File: src/verilog/ciob_map.vh
// Constants for the character buffer channel: fields, widths, reset values
`ifndef CIOB_MAP_VH
`define CIOB_MAP_VH
`define CIOB_UNIT_HI 23
`define CIOB_UNIT_LO 18
`define CIOB_UA_MSB (23 - `CIOB_UNIT_LO)
`define CIOB_UA_LSB (23 - `CIOB_UNIT_HI)
`define CIOB_DIR_BIT 18
`define CIOB_CPW_HI 16
`define CIOB_CPW_LO 15
`define CIOB_CHAR_W 6
`define CIOB_WORD_W 24
`define CIOB_UNIT_NONE 6'h00
`define CIOB_WORD_ZERO 24'h000000
`define CIOB_LOW_HI 23
`define CIOB_LOW_LO 18
`define CIOB_TOP_HI 5
`define CIOB_TOP_LO 0
`endif

File: src/verilog/ciob_skid.v
// Two-entry buffer with valid and ready on both sides
`default_nettype none
module ciob_skid #(
    parameter WIDTH = 6
) (
    input wire clk,
    input wire rstn,
    input wire inValid,
    output wire inReady,
    input wire [WIDTH-1:0] inData,
    output wire outValid,
    input wire outReady,
    output wire [WIDTH-1:0] outData
);
    reg [WIDTH-1:0] slot0;
    reg [WIDTH-1:0] slot1;
    reg [1:0] count;
    wire push;
    wire pop;

    assign inReady = (count != 2'd2);
    assign outValid = (count != 2'd0);
    assign outData = slot0;
    assign push = inValid && inReady;
    assign pop = outValid && outReady;

    // ========================================
    // Storage: slot0 is always the head entry
    always @(posedge clk or negedge rstn) begin
        if (!rstn) begin
            slot0 <= {WIDTH{1'b0}};
            slot1 <= {WIDTH{1'b0}};
            count <= 2'd0;
        end else begin
            if (pop) begin
                slot0 <= slot1;
            end
            if (push) begin
                if (count == 2'd0 || (count == 2'd1 && pop)) begin
                    slot0 <= inData;
                end else begin
                    slot1 <= inData;
                end
            end
            if (push && !pop) begin
                count <= count + 2'd1;
            end else if (pop && !push) begin
                count <= count - 2'd1;
            end
        end
    end
endmodule
`default_nettype wire

File: src/verilog/ciob_channel.v
// Character-serial buffered channel: packs and unpacks 6-bit characters
`default_nettype none
`include "ciob_map.vh"
module ciob_channel #(
    parameter ADDR_W = 14,
    parameter WCNT_W = 14
) (
    input wire clk,
    input wire rstn,
    input wire ctlStrobe,
    input wire [23:0] ctlInstr,
    input wire ctlInterlace,
    input wire [WCNT_W-1:0] ctlWordCount,
    input wire [ADDR_W-1:0] ctlStartAddr,
    input wire toMemStrobe,
    input wire fromMemStrobe,
    input wire [23:0] fromMemWord,
    input wire terminateStrobe,
    input wire irqSystemEnable,
    output reg [23:0] cpuWord,
    output wire readyTestSkip,
    output wire errorTestSkip,
    output reg [5:0] panelUnit,
    output reg errorFlag,
    output reg wordFull,
    output reg wordIrq,
    output reg doneIrq,
    output reg doneProgramIrq,
    output reg memWrite,
    output reg memRead,
    output reg [ADDR_W-1:0] memAddr,
    output reg [23:0] memWriteData,
    input wire memReadValid,
    input wire [23:0] memReadData,
    output reg devStart,
    output reg [5:0] devUnit,
    input wire devCharValid,
    output wire devCharReady,
    input wire [5:0] devCharIn,
    input wire devParityIn,
    input wire devEndRecord,
    output wire devOutValid,
    input wire devOutReady,
    output wire [5:0] devCharOut,
    output wire devParityOut
);
    // ========================================
    // States
    localparam ST_IDLE = 3'd0;
    localparam ST_GET = 3'd1;
    localparam ST_WAIT = 3'd2;
    localparam ST_MEMRD = 3'd3;
    localparam ST_SEND = 3'd4;
    localparam ST_PAD = 3'd5;
    reg [2:0] state;
    reg [5:0] unitAddressReg;
    reg [1:0] charCountReg;
    reg [1:0] charCount;
    reg [23:0] wordAssemblyReg;
    reg [5:0] singleCharReg;
    reg [WCNT_W-1:0] wordCountReg;
    reg interlace;
    reg outputDir;
    reg endSeen;
    reg termSeen;
    reg pendValid;
    reg [5:0] pendChar;
    // Pins from the peripheral are asynchronous: two stages each
    reg [7:0] inSync1;
    reg [7:0] inSync2;
    reg [1:0] ctlSync1;
    reg [1:0] ctlSync2;
    wire syncValid;
    wire [5:0] syncChar;
    wire syncParity;
    wire syncEnd;
    wire syncOutReady;
    reg validSeen;
    function oddParity;
        input [5:0] ch;
        begin
            oddParity = ~(^ch);
        end
    endfunction
    always @(posedge clk or negedge rstn) begin
        if (!rstn) begin
            inSync1 <= 8'h00;
            inSync2 <= 8'h00;
            ctlSync1 <= 2'h0;
            ctlSync2 <= 2'h0;
        end else begin
            inSync1 <= {devParityIn, devCharValid, devCharIn};
            inSync2 <= inSync1;
            ctlSync1 <= {devEndRecord, devOutReady};
            ctlSync2 <= ctlSync1;
        end
    end
    assign syncChar = inSync2[5:0];
    assign syncValid = inSync2[6];
    assign syncParity = inSync2[7];
    assign syncEnd = ctlSync2[1];
    assign syncOutReady = ctlSync2[0];
    assign devCharReady = 1'b1;
    // ========================================
    // Output characters pass a two-entry buffer; a slow device stalls SEND
    wire skidReady;
    wire skidValid;
    wire [5:0] skidData;
    ciob_skid #(
        .WIDTH(`CIOB_CHAR_W)
    ) u_skid (
        .clk(clk),
        .rstn(rstn),
        .inValid(pendValid),
        .inReady(skidReady),
        .inData(pendChar),
        .outValid(skidValid),
        .outReady(syncOutReady),
        .outData(skidData)
    );
    assign devOutValid = skidValid;
    assign devCharOut = skidData;
    assign devParityOut = oddParity(skidData);
    assign readyTestSkip = (unitAddressReg == `CIOB_UNIT_NONE);
    assign errorTestSkip = errorFlag;
    wire newChar;
    wire lastChar;
    assign newChar = syncValid && !validSeen;
    assign lastChar = (charCount == 2'd0);
    // ========================================
    // Main sequencer
    always @(posedge clk or negedge rstn) begin
        if (!rstn) begin
            state <= ST_IDLE;
            unitAddressReg <= `CIOB_UNIT_NONE;
            charCountReg <= 2'd0;
            charCount <= 2'd0;
            wordAssemblyReg <= `CIOB_WORD_ZERO;
            singleCharReg <= 6'h00;
            wordCountReg <= {WCNT_W{1'b0}};
            interlace <= 1'b0;
            outputDir <= 1'b0;
            endSeen <= 1'b0;
            termSeen <= 1'b0;
            pendValid <= 1'b0;
            pendChar <= 6'h00;
            validSeen <= 1'b0;
            cpuWord <= `CIOB_WORD_ZERO;
            panelUnit <= `CIOB_UNIT_NONE;
            errorFlag <= 1'b0;
            wordFull <= 1'b0;
            wordIrq <= 1'b0;
            doneIrq <= 1'b0;
            doneProgramIrq <= 1'b0;
            memWrite <= 1'b0;
            memRead <= 1'b0;
            memAddr <= {ADDR_W{1'b0}};
            memWriteData <= `CIOB_WORD_ZERO;
            devStart <= 1'b0;
            devUnit <= `CIOB_UNIT_NONE;
        end else begin
            wordIrq <= 1'b0;
            doneIrq <= 1'b0;
            doneProgramIrq <= 1'b0;
            memWrite <= 1'b0;
            memRead <= 1'b0;
            devStart <= 1'b0;
            validSeen <= syncValid;
            if (pendValid && skidReady) begin
                pendValid <= 1'b0;
            end
            if (terminateStrobe) begin
                termSeen <= 1'b1;
            end
            if (syncEnd && state != ST_IDLE) begin
                endSeen <= 1'b1;
            end
            if (ctlStrobe && state == ST_IDLE) begin
                unitAddressReg <= ctlInstr[`CIOB_UA_MSB:`CIOB_UA_LSB];
                panelUnit <= ctlInstr[`CIOB_UA_MSB:`CIOB_UA_LSB];
                outputDir <= ctlInstr[23 - `CIOB_DIR_BIT];
                // Bit 15 is the high-order bit; counts 1..4 held as n-1
                charCountReg <= {ctlInstr[23 - `CIOB_CPW_LO],
                    ctlInstr[23 - `CIOB_CPW_HI]};
                charCount <= {ctlInstr[23 - `CIOB_CPW_LO],
                    ctlInstr[23 - `CIOB_CPW_HI]};
                wordFull <= 1'b0;
                errorFlag <= 1'b0;
                devStart <= 1'b1;
                devUnit <= ctlInstr[`CIOB_UA_MSB:`CIOB_UA_LSB];
                interlace <= ctlInterlace;
                wordCountReg <= ctlWordCount;
                memAddr <= ctlStartAddr;
                endSeen <= 1'b0;
                termSeen <= 1'b0;
                wordAssemblyReg <= `CIOB_WORD_ZERO;
                if (ctlInstr[23 - `CIOB_DIR_BIT]) begin
                    if (ctlInterlace) begin
                        state <= ST_MEMRD;
                    end else begin
                        wordIrq <= 1'b1;
                        state <= ST_WAIT;
                    end
                end else begin
                    state <= ST_GET;
                end
            end else begin
                case (state)
                    ST_GET: begin
                        if (endSeen || syncEnd) begin
                            state <= ST_PAD;
                        end else if (newChar) begin
                            singleCharReg <= syncChar;
                            if (syncParity != oddParity(syncChar)) begin
                                errorFlag <= 1'b1;
                            end
                            if (lastChar) begin
                                wordAssemblyReg <= {wordAssemblyReg[17:0],
                                    syncChar};
                                wordFull <= 1'b1;
                                state <= ST_WAIT;
                                if (interlace) begin
                                    memWrite <= 1'b1;
                                    memWriteData <= {wordAssemblyReg[17:0],
                                        syncChar};
                                end else begin
                                    cpuWord <= {wordAssemblyReg[17:0],
                                        syncChar};
                                    wordIrq <= 1'b1;
                                end
                            end else begin
                                charCount <= charCount - 2'd1;
                                wordAssemblyReg <= {wordAssemblyReg[17:0],
                                    syncChar};
                            end
                        end
                    end
                    ST_PAD: begin
                        if (lastChar) begin
                            // Partial word ends the record; zeros fill it
                            wordFull <= 1'b1;
                            cpuWord <= {wordAssemblyReg[17:0], 6'h00};
                            unitAddressReg <= `CIOB_UNIT_NONE;
                            panelUnit <= `CIOB_UNIT_NONE;
                            doneIrq <= 1'b1;
                            doneProgramIrq <= irqSystemEnable;
                            if (interlace) begin
                                memWrite <= 1'b1;
                                memWriteData <= {wordAssemblyReg[17:0], 6'h00};
                            end
                            state <= ST_IDLE;
                        end else begin
                            charCount <= charCount - 2'd1;
                            wordAssemblyReg <= {wordAssemblyReg[17:0],
                                6'h00};
                        end
                    end
                    ST_WAIT: begin
                        if (!outputDir) begin
                            if (interlace || toMemStrobe) begin
                                charCount <= charCountReg;
                                wordAssemblyReg <= `CIOB_WORD_ZERO;
                                wordFull <= 1'b0;
                                if (interlace) begin
                                    memAddr <= memAddr + 1'b1;
                                    wordCountReg <= wordCountReg - 1'b1;
                                end
                                if (endSeen) begin
                                    unitAddressReg <= `CIOB_UNIT_NONE;
                                    panelUnit <= `CIOB_UNIT_NONE;
                                    doneIrq <= 1'b1;
                                    doneProgramIrq <= irqSystemEnable;
                                    state <= ST_IDLE;
                                end else begin
                                    if (interlace &&
                                        wordCountReg == {{(WCNT_W-1){1'b0}},
                                        1'b1}) begin
                                        interlace <= 1'b0;
                                    end
                                    state <= ST_GET;
                                end
                            end
                        end else if (termSeen) begin
                            unitAddressReg <= `CIOB_UNIT_NONE;
                            panelUnit <= `CIOB_UNIT_NONE;
                            doneIrq <= 1'b1;
                            doneProgramIrq <= irqSystemEnable;
                            state <= ST_IDLE;
                        end else if (fromMemStrobe) begin
                            wordAssemblyReg <= fromMemWord;
                            singleCharReg <= fromMemWord[23:18];
                            wordFull <= 1'b1;
                            charCount <= charCountReg;
                            state <= ST_SEND;
                        end
                    end
                    ST_MEMRD: begin
                        if (endSeen || wordCountReg == {WCNT_W{1'b0}}) begin
                            unitAddressReg <= `CIOB_UNIT_NONE;
                            panelUnit <= `CIOB_UNIT_NONE;
                            doneIrq <= 1'b1;
                            doneProgramIrq <= irqSystemEnable;
                            state <= ST_IDLE;
                        end else if (memReadValid) begin
                            wordAssemblyReg <= memReadData;
                            singleCharReg <= memReadData[23:18];
                            wordFull <= 1'b1;
                            charCount <= charCountReg;
                            memAddr <= memAddr + 1'b1;
                            wordCountReg <= wordCountReg - 1'b1;
                            state <= ST_SEND;
                        end else if (!memRead) begin
                            memRead <= 1'b1;
                        end
                    end
                    ST_SEND: begin
                        if (!pendValid) begin
                            // Leftmost six bits go out first
                            pendChar <= wordAssemblyReg[23:18];
                            pendValid <= 1'b1;
                            wordAssemblyReg <= {wordAssemblyReg[17:0],
                                6'h00};
                            singleCharReg <= wordAssemblyReg[17:12];
                            if (lastChar) begin
                                wordFull <= 1'b0;
                                if (interlace) begin
                                    state <= ST_MEMRD;
                                end else begin
                                    wordIrq <= 1'b1;
                                    state <= ST_WAIT;
                                end
                            end else begin
                                charCount <= charCount - 2'd1;
                            end
                        end
                    end
                    default: begin
                        state <= ST_IDLE;
                    end
                endcase
            end
        end
    end
endmodule
`default_nettype wire

File: config.mk
export PLATFORM = sky130hd
export DESIGN_NAME = ciob_channel
export DESIGN_NICKNAME = d
export VERILOG_FILES = /design/src/verilog/ciob_skid.v /design/src/verilog/ciob_channel.v
export VERILOG_INCLUDE_DIRS = /design/src /design/src/verilog
export SDC_FILE = /design/constraint.sdc
export NUM_CORES = 1
export LEC_CHECK = 0
export BUFFER_PORTS_ARGS = -buffer_cell sky130_fd_sc_hd__buf_2
export CORE_UTILIZATION = 53
export DETAILED_ROUTE_END_ITERATION = 10
export PLACE_DENSITY = 0.8
export SYNTH_ARGS = -nofsm -noshare
export SYNTH_HDL_FRONTEND = slang
export SYNTH_SLANG_ARGS = --single-unit
File: constraint.sdc
create_clock -name clk -period 3.4 [get_ports clk]
set_input_delay 0 -clock clk [delete_from_list [all_inputs] [get_ports clk]]
set_output_delay 0 -clock clk [all_outputs]
set_load 0.05 [all_outputs]
**After elaboration in Yosys (flattened, before gate mapping)**

Cells that the tools add are included.

- Add/sub/neg operators: 5
- Equality and inequality tests: 40
- Muxes and demuxes: 151
- Bitwise logic cells: 5
- Reduce and logical (&&, ||, !) cells: 50

Operators with widths:

| cell | number |
|---|---|
| 24-bit 2-to-1 mux | 22 |
| 14-bit 2-to-1 mux | 12 |
| 24-bit case mux with 5 select lines | 1 |
| 24-bit case mux with 2 select lines | 2 |
| 1-bit 2-to-1 mux | 67 |
| 6-bit 2-to-1 mux | 10 |
| 14-bit case mux with 2 select lines | 2 |
| 3-bit 2-to-1 mux | 14 |
| 3-bit != test (second input constant) | 12 |
| 4-bit != test (second input constant) | 8 |
| 2-bit 2-to-1 mux | 13 |
| 2-bit nonzero test | 11 |
| 10-bit AND reduction | 2 |
| 2-bit != test (second input constant) | 9 |
| 6-bit case mux with 3 select lines | 1 |
| 8-bit AND reduction | 2 |
| 3-bit case mux with 5 select lines | 1 |
| 14-bit by 1-bit adder with 14-bit output (second input constant) | 1 |
| 14-bit by 1-bit equality test with 1-bit output (second input constant) | 1 |
| 14-bit logical NOT | 1 |
| 14-bit by 1-bit subtractor with 14-bit output (second input constant) | 1 |
| 6-bit AND reduction | 2 |
| 6-bit XOR reduction | 2 |
| 2-bit case mux with 5 select lines | 1 |
| 28 further kinds | 53 |

- Register bits after elaboration: 173
- Bits of input ports: 119
- Output and inout port bits: 93
- Word-level logic and storage cells: 283

**Depth between registers and ports, before layout**

- Depth after elaboration: 8
- Gate-level depth with buffers: 11
- Mapped depth without buffers: 7

**Hierarchy**

A second synthesis with hierarchy kept.

- Cell total of the unflattened synthesis: 739
- Area total of the unflattened synthesis: 8,234.1 um2

By module, submodules not included:

| module | instances | cells an instance | area each (um2) | seq. area each (um2) |
|---|---|---|---|---|
| ciob_channel | 1 | 687 | 7,475.9 | 3,953.8 |
| ciob_skid | 1 | 52 | 758.2 | 350.3 |

**Worst setup path after synthesis**

OpenSTA, ideal clock, no wires.

- Kind: reg-to-reg
- Start point: register state[1]
- End point: register wordAssemblyReg[19]
- Library setup time: 0.125 ns
- Arrival: 2.391 ns
- Required time: 3.275 ns
- Slack: 0.884 ns
- Stages on the path, launching flop included: 12
- Buffers on the path: 5
- Period minus slack after synthesis: 2.516 ns
- Cells stage by stage: dfrtp_1 > buf_2 > buf_2 > inv_1 > ha_1 > clkbuf_1 > or2_2 > clkbuf_1 > clkbuf_1 > a22oi_1 > nor2_1 > mux2_4

- Cells in the longest elaborated chain, start to end: 4
- Elaborated cells between the ends (all ways): 20
- Those cells by class: eq/ne (14); mux (2); reduce/logical (4)

Ends and longest elaborated chain:

| item | line | text |
|---|---|---|
| from (decl) | ciob_channel.v:55 | `reg [2:0] state;` |
| from (signal assigned) | ciob_channel.v:134 | `state <= ST_IDLE;` |
| from (signal assigned) | ciob_channel.v:199 | `state <= ST_MEMRD;` |
| from (signal assigned) | ciob_channel.v:202 | `state <= ST_WAIT;` |
| 3-bit logical NOT | ciob_channel.v:178 | `if (ctlStrobe && state == ST_IDLE) begin` |
| 1-bit logical AND | ciob_channel.v:178 |  |
| 4-bit != test (no source line) (tied with other cells) | - |  |
| 10-bit AND reduction (no source line) | - |  |
| to (signal assigned) | ciob_channel.v:196 | `` wordAssemblyReg <= `CIOB_WORD_ZERO; `` |
| to (signal assigned) | ciob_channel.v:218 | `wordAssemblyReg <= {wordAssemblyReg[17:0],` |
| to (signal assigned) | ciob_channel.v:233 | `wordAssemblyReg <= {wordAssemblyReg[17:0],` |
| to (decl) | ciob_channel.v:59 | `reg [23:0] wordAssemblyReg;` |

Several ways; a longest one is shown, not always the timed one.
A chain may end at the register's enable or synchronous reset.

**Final worst setup path**

- Start point: register state[2]
- End point: register wordAssemblyReg[3]

Same word-level chain as after synthesis.

==> summary.md <==
For the worst flop-to-flop path, the logic depth is 6. After global routing, the most crowded layer is met2. Number of primary I/O pins: 212. The run finished with clean final reports. After clock tree synthesis, the clock-pin slew on the worst setup and hold paths is 0.06 ns. Across the run, the number of max-cap violations was 0. After global routing the overflow that remains totals 0. For the count of warnings emitted by yosys, the log shows 0. The initialized floorplan defines 45 standard-cell rows. Overall die height: 127 um.

The number of remaining DRC errors came out at 0. The number of cells upsized or downsized after cts is 0, and the setup slack after placement is 0.624 ns. For the number of iterations in the first detailed-routing pass, the log shows 5.

For the number of global-route vias before repair, the log shows 6831. The total count of max-transition violations in the final report was 0; the via count of the routed design was 7041. For the number of clock sinks seen by CTS, the log shows 172. The largest net degree at the start of global routing was 108; the horizontal extent of the die was 127 um. Data arrives at the worst endpoint at 3.12 ns.

The most used flip-flop cell after synthesis is dfrtp_1. Port buffering added 194 buffers. Routability-driven placement finished with a final weighted congestion of 0.880. The worst setup path is of the reg2reg kind.

Category of the worst setup path launch point: a flip-flop. The tools report the slack of the critical path as 0.582 ns. The run gives 0.0152 mm^2 as the core box area. In this run the critical register-to-register path is launched from state[2]$_DFFE_PN0P_.

The share of final-layout standard cells stronger than drive strength 1 was 0.300; the number of placed instances with taps included was 1150. The met1 usage was 0.343; the worst hold path depth was 5. After detailed routing, the average wire length per cell comes to 16.6 um. The clock insertion delay at the later pin of the skew report came out at 0.43 ns.

The floorplan step defined a die boundary enclosing 0.0161 mm^2. The final period demand of the worst path was 2.82 ns; the global routing usage on met3 was 0.0430. The tools report the final hold slack as 0.0941 ns.

The run gives 5.29 nW as the leakage power. In this run the worst path has a maximum fanout of 24. The global routing met2 resource utilization is 0.442. The fill cell total of the finished layout was 1166. The run gives 13.4 mm as the HPWL after detailed placement. The finished cells cover 0.0105 mm^2. Setup violations remaining at the end of the flow were counted as 0. The number of nets in the layout was 1163; the average cell area after synthesis was 10.2 um^2. The tools report the final antenna-violating net count as 0. Kind of end point of the critical path: a flip-flop. The initial core utilization was 0.542; the register bit count reported by yosys was 172. Counting flops with a built-in enable in the synthesized netlist gives 0. The cell at the root of the clock tree was clkbuf_16. Synthesis produced a netlist with a net count of 936. The tools report the number of H-tree levels as 4.

The area of placed instances is 0.00936 mm^2. In this run the deepest clock path goes through 2 buffers. The run gives 0 as the number of antenna violations at the first check in global routing.

The logs give 0.689 for the share of the core filled with cells in the final layout and 806 for the count of mapped cells out of synthesis. The worst hold path terminates at wordAssemblyReg[8]$_DFFE_PN0P_. The part of the Yosys area used for sequential elements was 0.522; the async set-reset flop share out of synthesis was 1.00.

Summing internal, switching and leakage power gives 10.7 mW. TritonCTS built the clock tree. The tools report the worst min-delay path startpoint as fromMemWord[8]. Slew at the pin with the worst max-slew slack: 1.23 ns. The first global-routing pass estimated 33.2 mm of wire. For this run, the number of standard cells in the final layout without fillers is 1233.

The worst-case IR drop observed on VDD is 740 uV. For the worst max-slew margin expressed relative to the limit, the log shows 0.178. Worst min-delay path category: in2reg. The required time reported for the critical path endpoint came out at 3.70 ns. The run gives 0 as the number of antenna cells inserted. Share of the clock period used by the worst path after layout: 0.829. Yosys mapped the design onto 60 distinct sky130hd cell types. The endpoint of the worst-slack reg-to-reg timing path was wordAssemblyReg[3]$_DFFE_PN0P_.

The ratio of total power to cell area is 1020 mW/mm^2, and the cell area after synthesis is 0.00825 mm^2. The growth of design area from synthesis to finish was 27.1%; the routed via count divided by cell count was 5.71. The final layout contains routed wiring with a total length of 20.5 mm.

The hold violation count in the final report came out at 0. Setup total negative slack on the finished layout was measured at 0 ns. The sequential cells in the finished layout cover a total of 0.00430 mm^2. In this run, CTS created clock tree buffers numbering 17. The clock tree skew after final layout came out at 0.0146 ns.

For this block, the initial DRC count from the detailed router was 534. In the final layout, the multi-input gates occupy 0.00364 mm^2. The logs give 355 MHz for the achievable frequency and 0.262 for the global-route usage over all layers.

In this run the register-to-register setup slack is 0.58 ns. Setup repair after global routing left no endpoint under its margin.
[layout make-up]
class                   count  area share
inverters                  20     0.00716
multi-input cells         560       0.347
repair buffers            262       0.156
well taps                 188      0.0224
flip-flops and latches    172       0.411
clock inverters            14      0.0161
clock buffers              17      0.0406
[where the power goes]
group | switching, mW | internal, mW
combinational | 3.42 | 1.83
clock | 0.807 | 1.15
sequential | 0.704 | 2.76
[synthesized netlist by cell type, drive strengths merged (15+ instances only)]
cell type	n	share of area
a21oi	38	0.023
a22o	30	0.032
a22oi	25	0.023
a31oi	25	0.019
buf	16	0.013
clkbuf	38	0.017
dfrtp	172	0.52
inv	19	0.0086
mux2	57	0.087
nand2	146	0.066
nand3	15	0.0091
nor2	49	0.022
o21ai	45	0.027
[worst max-delay path, stage by stage, from the launching register on]
cell	delay, ns
dfrtp_1	0.63
nor3b_4	0.29
a22o_1	0.27
or3b_4	0.43
nor4b_4	0.25
buf_4	0.43
mux2_2	0.39
[logic make-up after synthesis]
kind of cell	count (synthesis)	synth area share
AOI/OAI and AO/OA	200	0.158
buffers and inverters	74	0.0398
muxes	65	0.0967
other	1	0.000455
xor gates and xnor gates	13	0.0138
and+or+nand+nor	270	0.153
adders and majority gates	11	0.0167
DFF	172	0.522
[how the worst max path moves through the flow]
| stage | start | to | slack [ns] | cells past startpoint |
|---|---|---|---|---|
| finish | state[2]$_DFFE_PN0P_ | wordAssemblyReg[3]$_DFFE_PN0P_ | 0.58 | 6 |
| detailed placement | state[2]$_DFFE_PN0P_ | wordAssemblyReg[0]$_DFFE_PN0P_ | 0.62 | 6 |
| floorplan | state[1]$_DFFE_PN0P_ | wordAssemblyReg[19]$_DFFE_PN0P_ | 0.88 | 11 |
| CTS | state[2]$_DFFE_PN0P_ | wordAssemblyReg[3]$_DFFE_PN0P_ | 0.61 | 6 |
| global route | state[2]$_DFFE_PN0P_ | wordAssemblyReg[3]$_DFFE_PN0P_ | 0.50 | 6 |
| global placement | state[2]$_DFFE_PN0P_ | wordAssemblyReg[3]$_DFFE_PN0P_ | 0.65 | 6 |
[repair_timing]
action / 4_1_cts / 5_1_grt
hold buffers: 52 / 0
buffers inserted: 0 / 0
hold endpoints to repair: 167 / 0
[layer usage]
layer,vias up,part of all wire
met5,-,0
met4,0,0.018
met2,275,0.49
li1,3316,-
met1,3419,0.43
met3,31,0.056
[cell usage in the layout, fill, tap and decap left out, types with 6 or more instances in the layout]
cell and n:
xnor2_1 11, o21ai_0 45, nand3_1 15, ha_1 11
a31oi_1 25, nand2b_1 7, nor3_1 6, nand2_1 145
nor2_1 49, nor2b_1 8, clkbuf_16 17, mux2_2 37
and3_1 6, a21oi_1 37, dfrtp_1 172, buf_2 193
mux2i_1 8, a22oi_1 25, dlygate4sd3_1 52, o22ai_1 13
inv_1 18, buf_4 15, mux2_4 20, a22o_1 30
[registers in the layout (all words and copies together) (netlist names), 2 cells and up]
| signal | flops |
|---|---|
| unitAddressReg | 6 |
| u_skid.outData | 6 |
| u_skid.count | 2 |
| charCountReg | 2 |
| ctlSync1 | 2 |
| memAddr | 14 |
| inSync2 | 8 |
| u_skid.slot1 | 6 |
| charCount | 2 |
| ctlSync2 | 2 |
| wordAssemblyReg | 24 |
| cpuWord | 24 |
| wordCountReg | 14 |
| inSync1 | 8 |
| state | 3 |
| pendChar | 6 |
| memWriteData | 24 |
| devUnit | 6 |
Note: power is estimated with default switching activity, not from simulation.
